File: config.mk
export PLATFORM = sky130hd
export DESIGN_NAME = pcg_top
export DESIGN_NICKNAME = d
export VERILOG_FILES = /design/src/pcg_pkg.sv /design/src/pcg_in_sync.sv /design/src/pcg_gpo_drive.sv /design/src/pcg_top.sv
export VERILOG_INCLUDE_DIRS = /design/src
export SDC_FILE = /design/constraint.sdc
export NUM_CORES = 1
export LEC_CHECK = 0
export BUFFER_PORTS_ARGS = -buffer_cell sky130_fd_sc_hd__buf_2
export CAP_MARGIN = 20
export CORE_MARGIN = 8
export CORE_UTILIZATION = 38
export DETAILED_ROUTE_END_ITERATION = 6
export PLACE_DENSITY = 0.65
export RECOVER_POWER = 25
export SLEW_MARGIN = 20
export SYNTH_ARGS = -nofsm -noshare
export SYNTH_HDL_FRONTEND = slang
export SYNTH_HIERARCHICAL = 1
export SYNTH_SLANG_ARGS = --single-unit
File: constraint.sdc
create_clock -name i_clk -period 7.7 [get_ports i_clk]
set_clock_uncertainty 0.2 [all_clocks]
set_input_delay 0.77 -clock i_clk [delete_from_list [all_inputs] [get_ports i_clk]]
set_output_delay 0.77 -clock i_clk [all_outputs]
set_load 0.02 [all_outputs]
File: src/pcg_defs.svh
`ifndef PCG_DEFS_SVH
`define PCG_DEFS_SVH

`define PCG_RAILS          8
`define PCG_GPOS           4

// register byte offsets
`define PCG_OFF_GRP1       8'h00
`define PCG_OFF_GRP2       8'h04
`define PCG_OFF_SLP_GRP    8'h08
`define PCG_OFF_CTRL       8'h0c
`define PCG_OFF_GPO_CFG    8'h10
`define PCG_OFF_GPO_VAL    8'h14
`define PCG_OFF_PG_SEL0    8'h18
`define PCG_OFF_STATUS     8'h28
`define PCG_OFF_IRQ_STAT   8'h2c
`define PCG_OFF_IRQ_MASK   8'h30
`define PCG_VOUT_REGION    2'h1

// field positions
`define PCG_CTRL_SLEEP_BIT 0
`define PCG_CFG_OD_LSB     4
`define PCG_IRQ_IN1        0
`define PCG_IRQ_IN2        1
`define PCG_IRQ_PG_LOST    2
`define PCG_IRQ_SLEEP      3
`define PCG_IRQ_BITS       4

// reset values
`define PCG_GRP1_RST       8'h00
`define PCG_GRP2_RST       8'h00
`define PCG_SLP_GRP_RST    8'h00
`define PCG_PG_SEL_RST     8'h00
`define PCG_VOUT_NRM_RST   8'h40
`define PCG_VOUT_SLP_RST   8'h30

// bus answers
`define PCG_RESP_OKAY      2'h0
`define PCG_RESP_SLVERR    2'h2

`endif

File: src/pcg_pkg.sv
package pcg_pkg;

  typedef logic [7:0] pcg_rail_t;

  typedef enum logic {
    PCG_SRC_PGOOD = 1'b0,
    PCG_SRC_REG   = 1'b1
  } pcg_gpo_src_e;

  function automatic logic pcg_hit(input logic [7:0] addr, input logic [7:0] off);
    return addr == off;
  endfunction

  // an empty selection reads as good
  function automatic logic pcg_group_good(input pcg_rail_t pg, input pcg_rail_t sel);
    return &(pg | ~sel);
  endfunction

endpackage

File: src/pcg_in_sync.sv
`timescale 1ns/1ps
module pcg_in_sync #(
  parameter int WIDTH = 1
) (
  // clock and reset
  input  wire logic             i_clk,
  input  wire logic             i_rstn,
  // pins
  input  wire logic [WIDTH-1:0] i_async,
  output logic      [WIDTH-1:0] o_stable
);

  logic [WIDTH-1:0] s1;
  logic [WIDTH-1:0] s2;
  logic [WIDTH-1:0] s3;
  wire  [WIDTH-1:0] agree = ~(s2 ^ s3);

  // a bit moves only once the last two stages agree, which drops one-cycle glitches
  always_ff @(posedge i_clk) begin
    if (!i_rstn) begin
      s1       <= '0;
      s2       <= '0;
      s3       <= '0;
      o_stable <= '0;
    end else begin
      s1       <= i_async;
      s2       <= s1;
      s3       <= s2;
      o_stable <= (agree & s3) | (~agree & o_stable);
    end
  end

endmodule

File: src/pcg_gpo_drive.sv
`timescale 1ns/1ps
module pcg_gpo_drive
  import pcg_pkg::*;
(
  // clock and reset
  input  wire logic         i_clk,
  input  wire logic         i_rstn,
  // configuration
  input  wire pcg_gpo_src_e i_src,
  input  wire logic         i_reg_val,
  input  wire pcg_rail_t    i_sel,
  input  wire logic         i_open_drain,
  // rail status
  input  wire pcg_rail_t    i_pgood,
  // pin
  output logic              o_pin_o,
  output logic              o_pin_oe
);

  wire level = (i_src == PCG_SRC_REG) ? i_reg_val : pcg_group_good(i_pgood, i_sel);

  // open-drain pulls low only; the high level comes from the board pull-up
  always_ff @(posedge i_clk) begin
    if (!i_rstn) begin
      o_pin_o  <= 1'b0;
      o_pin_oe <= 1'b0;
    end else if (i_open_drain) begin
      o_pin_o  <= 1'b0;
      o_pin_oe <= ~level;
    end else begin
      o_pin_o  <= level;
      o_pin_oe <= 1'b1;
    end
  end

endmodule

File: src/pcg_top.sv
`timescale 1ns/1ps
`include "pcg_defs.svh"
module pcg_top
  import pcg_pkg::*;
(
  // clock and reset
  input  wire logic        i_clk,
  input  wire logic        i_rstn,
  // register bus
  input  wire logic        i_awvalid,
  output logic             o_awready,
  input  wire logic [31:0] i_awaddr,
  input  wire logic        i_wvalid,
  output logic             o_wready,
  input  wire logic [31:0] i_wdata,
  input  wire logic [3:0]  i_wstrb,
  output logic             o_bvalid,
  input  wire logic        i_bready,
  output logic [1:0]       o_bresp,
  input  wire logic        i_arvalid,
  output logic             o_arready,
  input  wire logic [31:0] i_araddr,
  output logic             o_rvalid,
  input  wire logic        i_rready,
  output logic [31:0]      o_rdata,
  output logic [1:0]       o_rresp,
  // control pins
  input  wire logic        i_rail_group_enable_in_1,
  input  wire logic        i_enable_or_sleep_request_in_2,
  // rail side
  input  wire pcg_rail_t   i_rail_pgood,
  output pcg_rail_t        o_rail_enable,
  output pcg_rail_t        o_rail_sleep,
  output logic [63:0]      o_rail_vout_code,
  // interrupt pin
  output logic             o_interrupt_out_n_o,
  output logic             o_interrupt_out_n_oe,
  // general outputs
  output logic             o_general_out_1_o,
  output logic             o_general_out_1_oe,
  output logic             o_general_out_2_o,
  output logic             o_general_out_2_oe,
  output logic             o_general_out_3_o,
  output logic             o_general_out_3_oe,
  output logic             o_general_out_4_opendrain_o,
  output logic             o_general_out_4_opendrain_oe
);

  logic [1:0] pin_s;
  pcg_rail_t  pg_s;

  pcg_in_sync #(.WIDTH(2)) u_pin_sync (
    .i_clk    (i_clk),
    .i_rstn   (i_rstn),
    .i_async  ({i_enable_or_sleep_request_in_2, i_rail_group_enable_in_1}),
    .o_stable (pin_s)
  );

  pcg_in_sync #(.WIDTH(8)) u_pg_sync (
    .i_clk    (i_clk),
    .i_rstn   (i_rstn),
    .i_async  (i_rail_pgood),
    .o_stable (pg_s)
  );

  // software state
  pcg_rail_t grp1;
  pcg_rail_t grp2;
  pcg_rail_t slp_grp;
  logic      sleep_mode;
  logic [3:0] gpo_src;
  logic [2:0] gpo_od;
  logic [3:0] gpo_val;
  pcg_rail_t pg_sel [`PCG_GPOS];
  pcg_rail_t vout_nrm [`PCG_RAILS];
  pcg_rail_t vout_slp [`PCG_RAILS];
  logic [`PCG_IRQ_BITS-1:0] irq_stat;
  logic [`PCG_IRQ_BITS-1:0] irq_mask;

  // pin edges
  logic      in1_q;
  logic      in2_q;
  pcg_rail_t pg_q;
  wire in1_s    = pin_s[0];
  wire in2_s    = pin_s[1];
  wire in1_rise = in1_s & ~in1_q;
  wire in1_fall = ~in1_s & in1_q;
  wire in2_rise = in2_s & ~in2_q & ~sleep_mode;
  wire in2_fall = ~in2_s & in2_q & ~sleep_mode;

  // rail enable and sleep
  wire pcg_rail_t en_set      = (in1_rise ? grp1 : 8'h00) | (in2_rise ? grp2 : 8'h00);
  wire pcg_rail_t en_clr      = (in1_fall ? grp1 : 8'h00) | (in2_fall ? grp2 : 8'h00);
  wire pcg_rail_t next_enable = (o_rail_enable & ~en_clr) | en_set;
  wire pcg_rail_t next_sleep  = (sleep_mode & ~in2_s) ? slp_grp : 8'h00;
  logic [63:0] next_vout;

  always_comb begin
    next_vout = '0;
    for (int r = 0; r < `PCG_RAILS; r++) begin
      next_vout[r*8 +: 8] = next_sleep[r] ? vout_slp[r] : vout_nrm[r];
    end
  end

  // interrupt events; a set in the same cycle as a clear wins
  wire [`PCG_IRQ_BITS-1:0] irq_ev = {
    |(next_sleep & ~o_rail_sleep),
    |(pg_q & ~pg_s & o_rail_enable),
    in2_s ^ in2_q,
    in1_s ^ in1_q
  };

  // write channel
  logic       aw_hold;
  logic       w_hold;
  logic [7:0] aw_addr;
  logic       aw_high;
  logic [7:0] w_data;
  logic       w_be0;
  wire  wr_go   = aw_hold & w_hold & ~o_bvalid;
  wire  wr_b0   = wr_go & w_be0 & ~aw_high;
  wire  wa_vout = (aw_addr[7:6] == `PCG_VOUT_REGION) & (aw_addr[1:0] == 2'h0);
  wire  wa_pgs  = (aw_addr[7:4] == 4'h1 & aw_addr[3]) | (aw_addr[7:3] == 5'h04);
  wire [1:0] pgs_idx = 2'(aw_addr[7:2] - 6'h06);
  wire  we_grp1 = wr_b0 & pcg_hit(aw_addr, `PCG_OFF_GRP1);
  wire  we_grp2 = wr_b0 & pcg_hit(aw_addr, `PCG_OFF_GRP2);
  wire  we_slpg = wr_b0 & pcg_hit(aw_addr, `PCG_OFF_SLP_GRP);
  wire  we_ctrl = wr_b0 & pcg_hit(aw_addr, `PCG_OFF_CTRL);
  wire  we_cfg  = wr_b0 & pcg_hit(aw_addr, `PCG_OFF_GPO_CFG);
  wire  we_val  = wr_b0 & pcg_hit(aw_addr, `PCG_OFF_GPO_VAL);
  wire  we_pgs  = wr_b0 & wa_pgs & (aw_addr[1:0] == 2'h0);
  wire  we_ist  = wr_b0 & pcg_hit(aw_addr, `PCG_OFF_IRQ_STAT);
  wire  we_imk  = wr_b0 & pcg_hit(aw_addr, `PCG_OFF_IRQ_MASK);
  wire  we_vout = wr_b0 & wa_vout;
  wire  w_known = ~aw_high & (wa_vout | (aw_addr[1:0] == 2'h0 & aw_addr <= 8'h30));

  assign o_awready = ~aw_hold & ~o_bvalid;
  assign o_wready  = ~w_hold & ~o_bvalid;
  assign o_arready = ~o_rvalid;

  always_ff @(posedge i_clk) begin
    if (!i_rstn) begin
      aw_hold  <= 1'b0;
      w_hold   <= 1'b0;
      aw_addr  <= 8'h00;
      aw_high  <= 1'b0;
      w_data   <= 8'h00;
      w_be0    <= 1'b0;
      o_bvalid <= 1'b0;
      o_bresp  <= `PCG_RESP_OKAY;
    end else begin
      if (i_awvalid & o_awready) begin
        aw_hold <= 1'b1;
        aw_addr <= i_awaddr[7:0];
        aw_high <= |i_awaddr[31:8];
      end else if (wr_go) begin
        aw_hold <= 1'b0;
      end
      if (i_wvalid & o_wready) begin
        w_hold <= 1'b1;
        w_data <= i_wdata[7:0];
        w_be0  <= i_wstrb[0];
      end else if (wr_go) begin
        w_hold <= 1'b0;
      end
      if (wr_go) begin
        o_bvalid <= 1'b1;
        o_bresp  <= w_known ? `PCG_RESP_OKAY : `PCG_RESP_SLVERR;
      end else if (i_bready) begin
        o_bvalid <= 1'b0;
      end
    end
  end

  // registers
  always_ff @(posedge i_clk) begin
    if (!i_rstn) begin
      grp1       <= `PCG_GRP1_RST;
      grp2       <= `PCG_GRP2_RST;
      slp_grp    <= `PCG_SLP_GRP_RST;
      sleep_mode <= 1'b0;
      gpo_src    <= 4'h0;
      gpo_od     <= 3'h0;
      gpo_val    <= 4'h0;
      irq_mask   <= 4'h0;
      for (int k = 0; k < `PCG_GPOS; k++) pg_sel[k] <= `PCG_PG_SEL_RST;
      for (int r = 0; r < `PCG_RAILS; r++) begin
        vout_nrm[r] <= `PCG_VOUT_NRM_RST;
        vout_slp[r] <= `PCG_VOUT_SLP_RST;
      end
    end else begin
      if (we_grp1) grp1 <= w_data;
      if (we_grp2) grp2 <= w_data;
      if (we_slpg) slp_grp <= w_data;
      if (we_ctrl) sleep_mode <= w_data[`PCG_CTRL_SLEEP_BIT];
      if (we_cfg) begin
        gpo_src <= w_data[3:0];
        gpo_od  <= w_data[`PCG_CFG_OD_LSB +: 3];
      end
      if (we_val) gpo_val <= w_data[3:0];
      if (we_imk) irq_mask <= w_data[3:0];
      if (we_pgs) pg_sel[pgs_idx] <= w_data;
      if (we_vout & ~aw_addr[5]) vout_nrm[aw_addr[4:2]] <= w_data;
      if (we_vout & aw_addr[5]) vout_slp[aw_addr[4:2]] <= w_data;
    end
  end

  // rail state, edge history and interrupt
  always_ff @(posedge i_clk) begin
    if (!i_rstn) begin
      in1_q                <= 1'b0;
      in2_q                <= 1'b0;
      pg_q                 <= 8'h00;
      o_rail_enable        <= 8'h00;
      o_rail_sleep         <= 8'h00;
      o_rail_vout_code     <= '0;
      irq_stat             <= 4'h0;
      o_interrupt_out_n_oe <= 1'b0;
    end else begin
      in1_q                <= in1_s;
      in2_q                <= in2_s;
      pg_q                 <= pg_s;
      o_rail_enable        <= next_enable;
      o_rail_sleep         <= next_sleep;
      o_rail_vout_code     <= next_vout;
      irq_stat             <= (irq_stat & ~(we_ist ? w_data[3:0] : 4'h0)) | irq_ev;
      o_interrupt_out_n_oe <= |(irq_stat & irq_mask);
    end
  end

  // pin never drives high; the pull-up gives the idle level
  assign o_interrupt_out_n_o = 1'b0;

  // read channel
  wire [7:0] ra      = i_araddr[7:0];
  wire       ra_vout = (ra[7:6] == `PCG_VOUT_REGION) & (ra[1:0] == 2'h0) & ~|i_araddr[31:8];
  wire       ra_reg  = (ra[1:0] == 2'h0) & (ra <= 8'h30) & ~|i_araddr[31:8];
  wire [1:0] rpg_idx = 2'(ra[7:2] - 6'h06);
  logic [31:0] rd_mux;

  always_comb begin
    rd_mux = 32'h0;
    if (ra_vout) begin
      rd_mux[7:0] = ra[5] ? vout_slp[ra[4:2]] : vout_nrm[ra[4:2]];
    end else if (ra_reg) begin
      unique case (ra)
        `PCG_OFF_GRP1:     rd_mux[7:0] = grp1;
        `PCG_OFF_GRP2:     rd_mux[7:0] = grp2;
        `PCG_OFF_SLP_GRP:  rd_mux[7:0] = slp_grp;
        `PCG_OFF_CTRL:     rd_mux[0] = sleep_mode;
        `PCG_OFF_GPO_CFG:  rd_mux[6:0] = {gpo_od, gpo_src};
        `PCG_OFF_GPO_VAL:  rd_mux[3:0] = gpo_val;
        `PCG_OFF_STATUS:   rd_mux[25:0] = {in2_s, in1_s, pg_s, o_rail_sleep, o_rail_enable};
        `PCG_OFF_IRQ_STAT: rd_mux[3:0] = irq_stat;
        `PCG_OFF_IRQ_MASK: rd_mux[3:0] = irq_mask;
        default:           rd_mux[7:0] = pg_sel[rpg_idx];
      endcase
    end
  end

  always_ff @(posedge i_clk) begin
    if (!i_rstn) begin
      o_rvalid <= 1'b0;
      o_rdata  <= 32'h0;
      o_rresp  <= `PCG_RESP_OKAY;
    end else if (i_arvalid & o_arready) begin
      o_rvalid <= 1'b1;
      o_rdata  <= rd_mux;
      o_rresp  <= (ra_vout | ra_reg) ? `PCG_RESP_OKAY : `PCG_RESP_SLVERR;
    end else if (i_rready) begin
      o_rvalid <= 1'b0;
    end
  end

  // general outputs; the fourth is held open-drain
  logic [3:0] gpo_o;
  logic [3:0] gpo_oe;
  wire  [3:0] gpo_od_all = {1'b1, gpo_od};

  for (genvar k = 0; k < `PCG_GPOS; k++) begin : g_gpo
    pcg_gpo_drive u_drv (
      .i_clk        (i_clk),
      .i_rstn       (i_rstn),
      .i_src        (pcg_gpo_src_e'(gpo_src[k])),
      .i_reg_val    (gpo_val[k]),
      .i_sel        (pg_sel[k]),
      .i_open_drain (gpo_od_all[k]),
      .i_pgood      (pg_s),
      .o_pin_o      (gpo_o[k]),
      .o_pin_oe     (gpo_oe[k])
    );
  end

  assign o_general_out_1_o            = gpo_o[0];
  assign o_general_out_1_oe           = gpo_oe[0];
  assign o_general_out_2_o            = gpo_o[1];
  assign o_general_out_2_oe           = gpo_oe[1];
  assign o_general_out_3_o            = gpo_o[2];
  assign o_general_out_3_oe           = gpo_oe[2];
  assign o_general_out_4_opendrain_o  = gpo_o[3];
  assign o_general_out_4_opendrain_oe = gpo_oe[3];
endmodule

==> results.cfg <==
[placement]
portBuffers = 211
dp.final_hpwl_microns = 36700
gp_congestion = 0.923
numPlacedInstances = 2231
pre_cts_ws_ps = 3260

[final_layout]
syn_to_final_growth_pct = 17.4
nets = 1806
fillCellCount = 4117
antenna_cells = 0
layout-drive-gt1-share = 0.169
stdcell_count = 2310

[power_and_ir_drop]
internal_power_w = 0.00364
power.total_w = 0.00474
clockPowerShare = 0.459
ir_drop_mv = 0.139
combPwrFrac = 0.061
p_leak_nw = 7.55
power.share.sequential = 0.479
switching_share = 0.232
p_switching_w = 0.00110
p_per_area_nw_per_um2 = 240

[worst_setup_path]
critPathSlowestCell = clkbuf_1
critPathMaxFanout = 62
start_kind = input port
crit_required_ps = 7720
worstSetupPathType = input port to flip-flop
path_buf_inv = 4
worst_ep_arrival_time_ps = 5280
crit_family = buffers and inverters
worst_setup_path_end_kind = flip-flop
crit_path_max_incr_delay_ps = 1730
worstPathCellList = buf_2 > clkbuf_1 > inv_4 > nor4_1 > nand3_1 > buf_4 > nor3_1 > nand2b_1

[global_routing]
grt-ovfl-total = 0
grt_first_pass_wirelength_microns = 75800
grt_use_total = 0.194
grt_pass1_vias = 12425
grt_max_degree = 85
antenna_found_initial = 0

[clocking]
post_cts_buffers = 0
clk_path_buf_depth = 3
cts_tree = done
clock_sinks = 393
cts_resized = 0
root_buffer = clkbuf_16
path_clk_slew_ps = 60
htreeDepth = 2
clkLatencyLatePin_ps = 580
hold_buffers = 0
cts-buffers-inserted = 43

[route]
wl_microns = 51000
avgRoutedWirePerCell_microns = 22.1
ant_nets = 0
first_pass_iters = 5
drt_iter0_drc = 1162
route.detailed.drc = 0
num_vias = 12514
vias_per_cell = 5.42

[logic_synthesis]
ys.warnings.count = 6
yosys_most_used_dff = dfxtp_1
synth_area_per_cell_sq_um = 11.2
ys_seq_elements = 393
netlist_instances = 1504
yosysSeqAreaShare = 0.564
synth_cell_types = 71
synth_area_sq_um = 16800
synth_edf_count = 160
synthArstFlopShare = 0

[floorplan]
dieWidth_microns = 226
die-area_sq_um = 51200
row_count = 77
pin_count = 248
core_area_sq_um = 43900
start_util = 0.382
die_y_microns = 226

[run_status]
status = complete, but fails checks
violations = max-capacitance violations, max-slew violations

[sta]
drv_slew = 101
period_share = 0.684
finalCriticalPeriod_ps = 5260
final.setup.tns_ps = 0
setup_viol = 0
max_freq_ghz = 0.190
hold_viol = 0
worst_slack_ps = 2440
tightest_slew_ps = 2460
max_slew_margin = -0.639
rsz0062_at_grt = no

[job]
max_cap_viol_count = 2

[worst_hold_path]
hold_class = input port to flip-flop
[Yosys cell counts, types with 5 or more instances]
cell | instances | area [sq um]
a22o_1 | 12 | 105
buf_1 | 15 | 56.3
a21oi_1 | 56 | 280
or3_1 | 24 | 150
a21boi_2 | 6 | 67.6
o21ai_0 | 42 | 210
and4_1 | 5 | 43.8
a31oi_1 | 14 | 87.6
nand2_1 | 103 | 387
o22ai_1 | 17 | 106
nor3b_1 | 5 | 37.5
o211ai_1 | 5 | 37.5
dfxtp_1 | 233 | 4660
nor3_1 | 13 | 65.1
clkbuf_1 | 74 | 278
mux4_2 | 40 | 901
and3_1 | 27 | 169
and2_1 | 151 | 945
edfxtp_1 | 160 | 4800
a21boi_0 | 5 | 37.5
buf_4 | 11 | 82.6
nor2_1 | 137 | 514
and2_2 | 6 | 45.0
a22oi_1 | 32 | 240
nor2b_1 | 23 | 144
nor4_1 | 15 | 93.8
nand2b_1 | 13 | 81.3
inv_1 | 35 | 131
mux2i_1 | 105 | 1050
nand3_1 | 44 | 220
[cells by family after synthesis]
logic type | count (synthesis) | share of synthesized area
buffers and inverters | 145 | 0.0357
flip-flops | 393 | 0.564
other | 2 | 0.000447
AND/OR/NAND/NOR | 590 | 0.188
multiplexers | 146 | 0.117
adder cells (fa/ha/maj) | 4 | 0.00298
AO/OA/AOI/OAI | 224 | 0.0927
[per-layer routing]
layer	part of all wire	global-route usage	up-vias	wire length (microns)
met3	0.084	0.0382	112	4270
met4	0.038	0.0800	0	1960
li1	-	-	5722	-
met5	0	0	-	0
met1	0.41	0.249	6070	21100
met2	0.47	0.317	610	23700
[registers in the layout, summed over array words and instances (netlist names), 26 cells and up, named ones only]
signal            count
o_rail_vout_code     64
o_rdata              26
pg_sel               32
vout_nrm             64
vout_slp             64
[layout make-up]
type                            instances  area [sq um]  area share
Clock inverter                         21           260      0.0132
Clock buffer                           57          1260      0.0637
Timing Repair Buffer                  232          1090      0.0552
Sequential cell                       393          9470       0.480
Multi-Input combinational cell        976          6770       0.343
Tap cell                              592           741      0.0375
Inverter                               39           149     0.00755
[layout by cell type (no fill, tap or decap), types with 14 or more instances in the layout]
cell,n
buf_4,17
o21ai_0,32
and2_1,134
nand3_1,44
nand2_1,103
nor2_1,137
edfxtp_1,160
or3_1,24
nor2b_1,22
a22oi_1,32
clkbuf_16,47
and2_0,17
and3_1,27
clkbuf_1,96
dfxtp_1,231
a21oi_1,56
a31oi_1,14
inv_1,34
mux4_2,40
buf_2,123
nor4_1,15
mux2i_1,105
o22ai_1,17
[power by group through the flow]
stage | clock network (W) | logic, W | registers (W)
floorplan | 0 | 0.000171 | 0.00231
global placement | 0 | 0.000287 | 0.00231
detailed placement | 0 | 0.000293 | 0.00232
CTS | 0.00222 | 0.000294 | 0.00227
global route | 0.00229 | 0.000309 | 0.00228
finish | 0.00218 | 0.000290 | 0.00227
[worst reg2reg max path, cell delays in order, from the launching register on]
cell      delay (ps)
dfxtp_1          390
nand3b_1         300
nor4_1           670
nand3_1          160
buf_4            250
nor3_1           880
nand2b_1         490
[final timing paths]
check | cells past startpoint | to | from | slack (ps)
setup / recovery | 8 | vout_nrm[2][1] | i_rstn | 2440
hold reg to reg | 1 | u_pg_sync/s2[0] | u_pg_sync/s1[0] | 240
hold / removal | 2 | o_rvalid | i_rready | 200
setup reg to reg | 6 | vout_nrm[2][1] | o_bvalid | 4020
[per-stage QoR]
stage,cell area [sq um],hold slack (ps),utilization
2_1_floorplan,16800,212,-
6_report,19700,200,0.449
3_5_place_dp,18300,228,0.418
4_1_cts,19900,170,0.452
3_3_place_gp,18300,224,0.417
5_1_grt,19700,190,0.449
(Power assumes the default switching activity.)
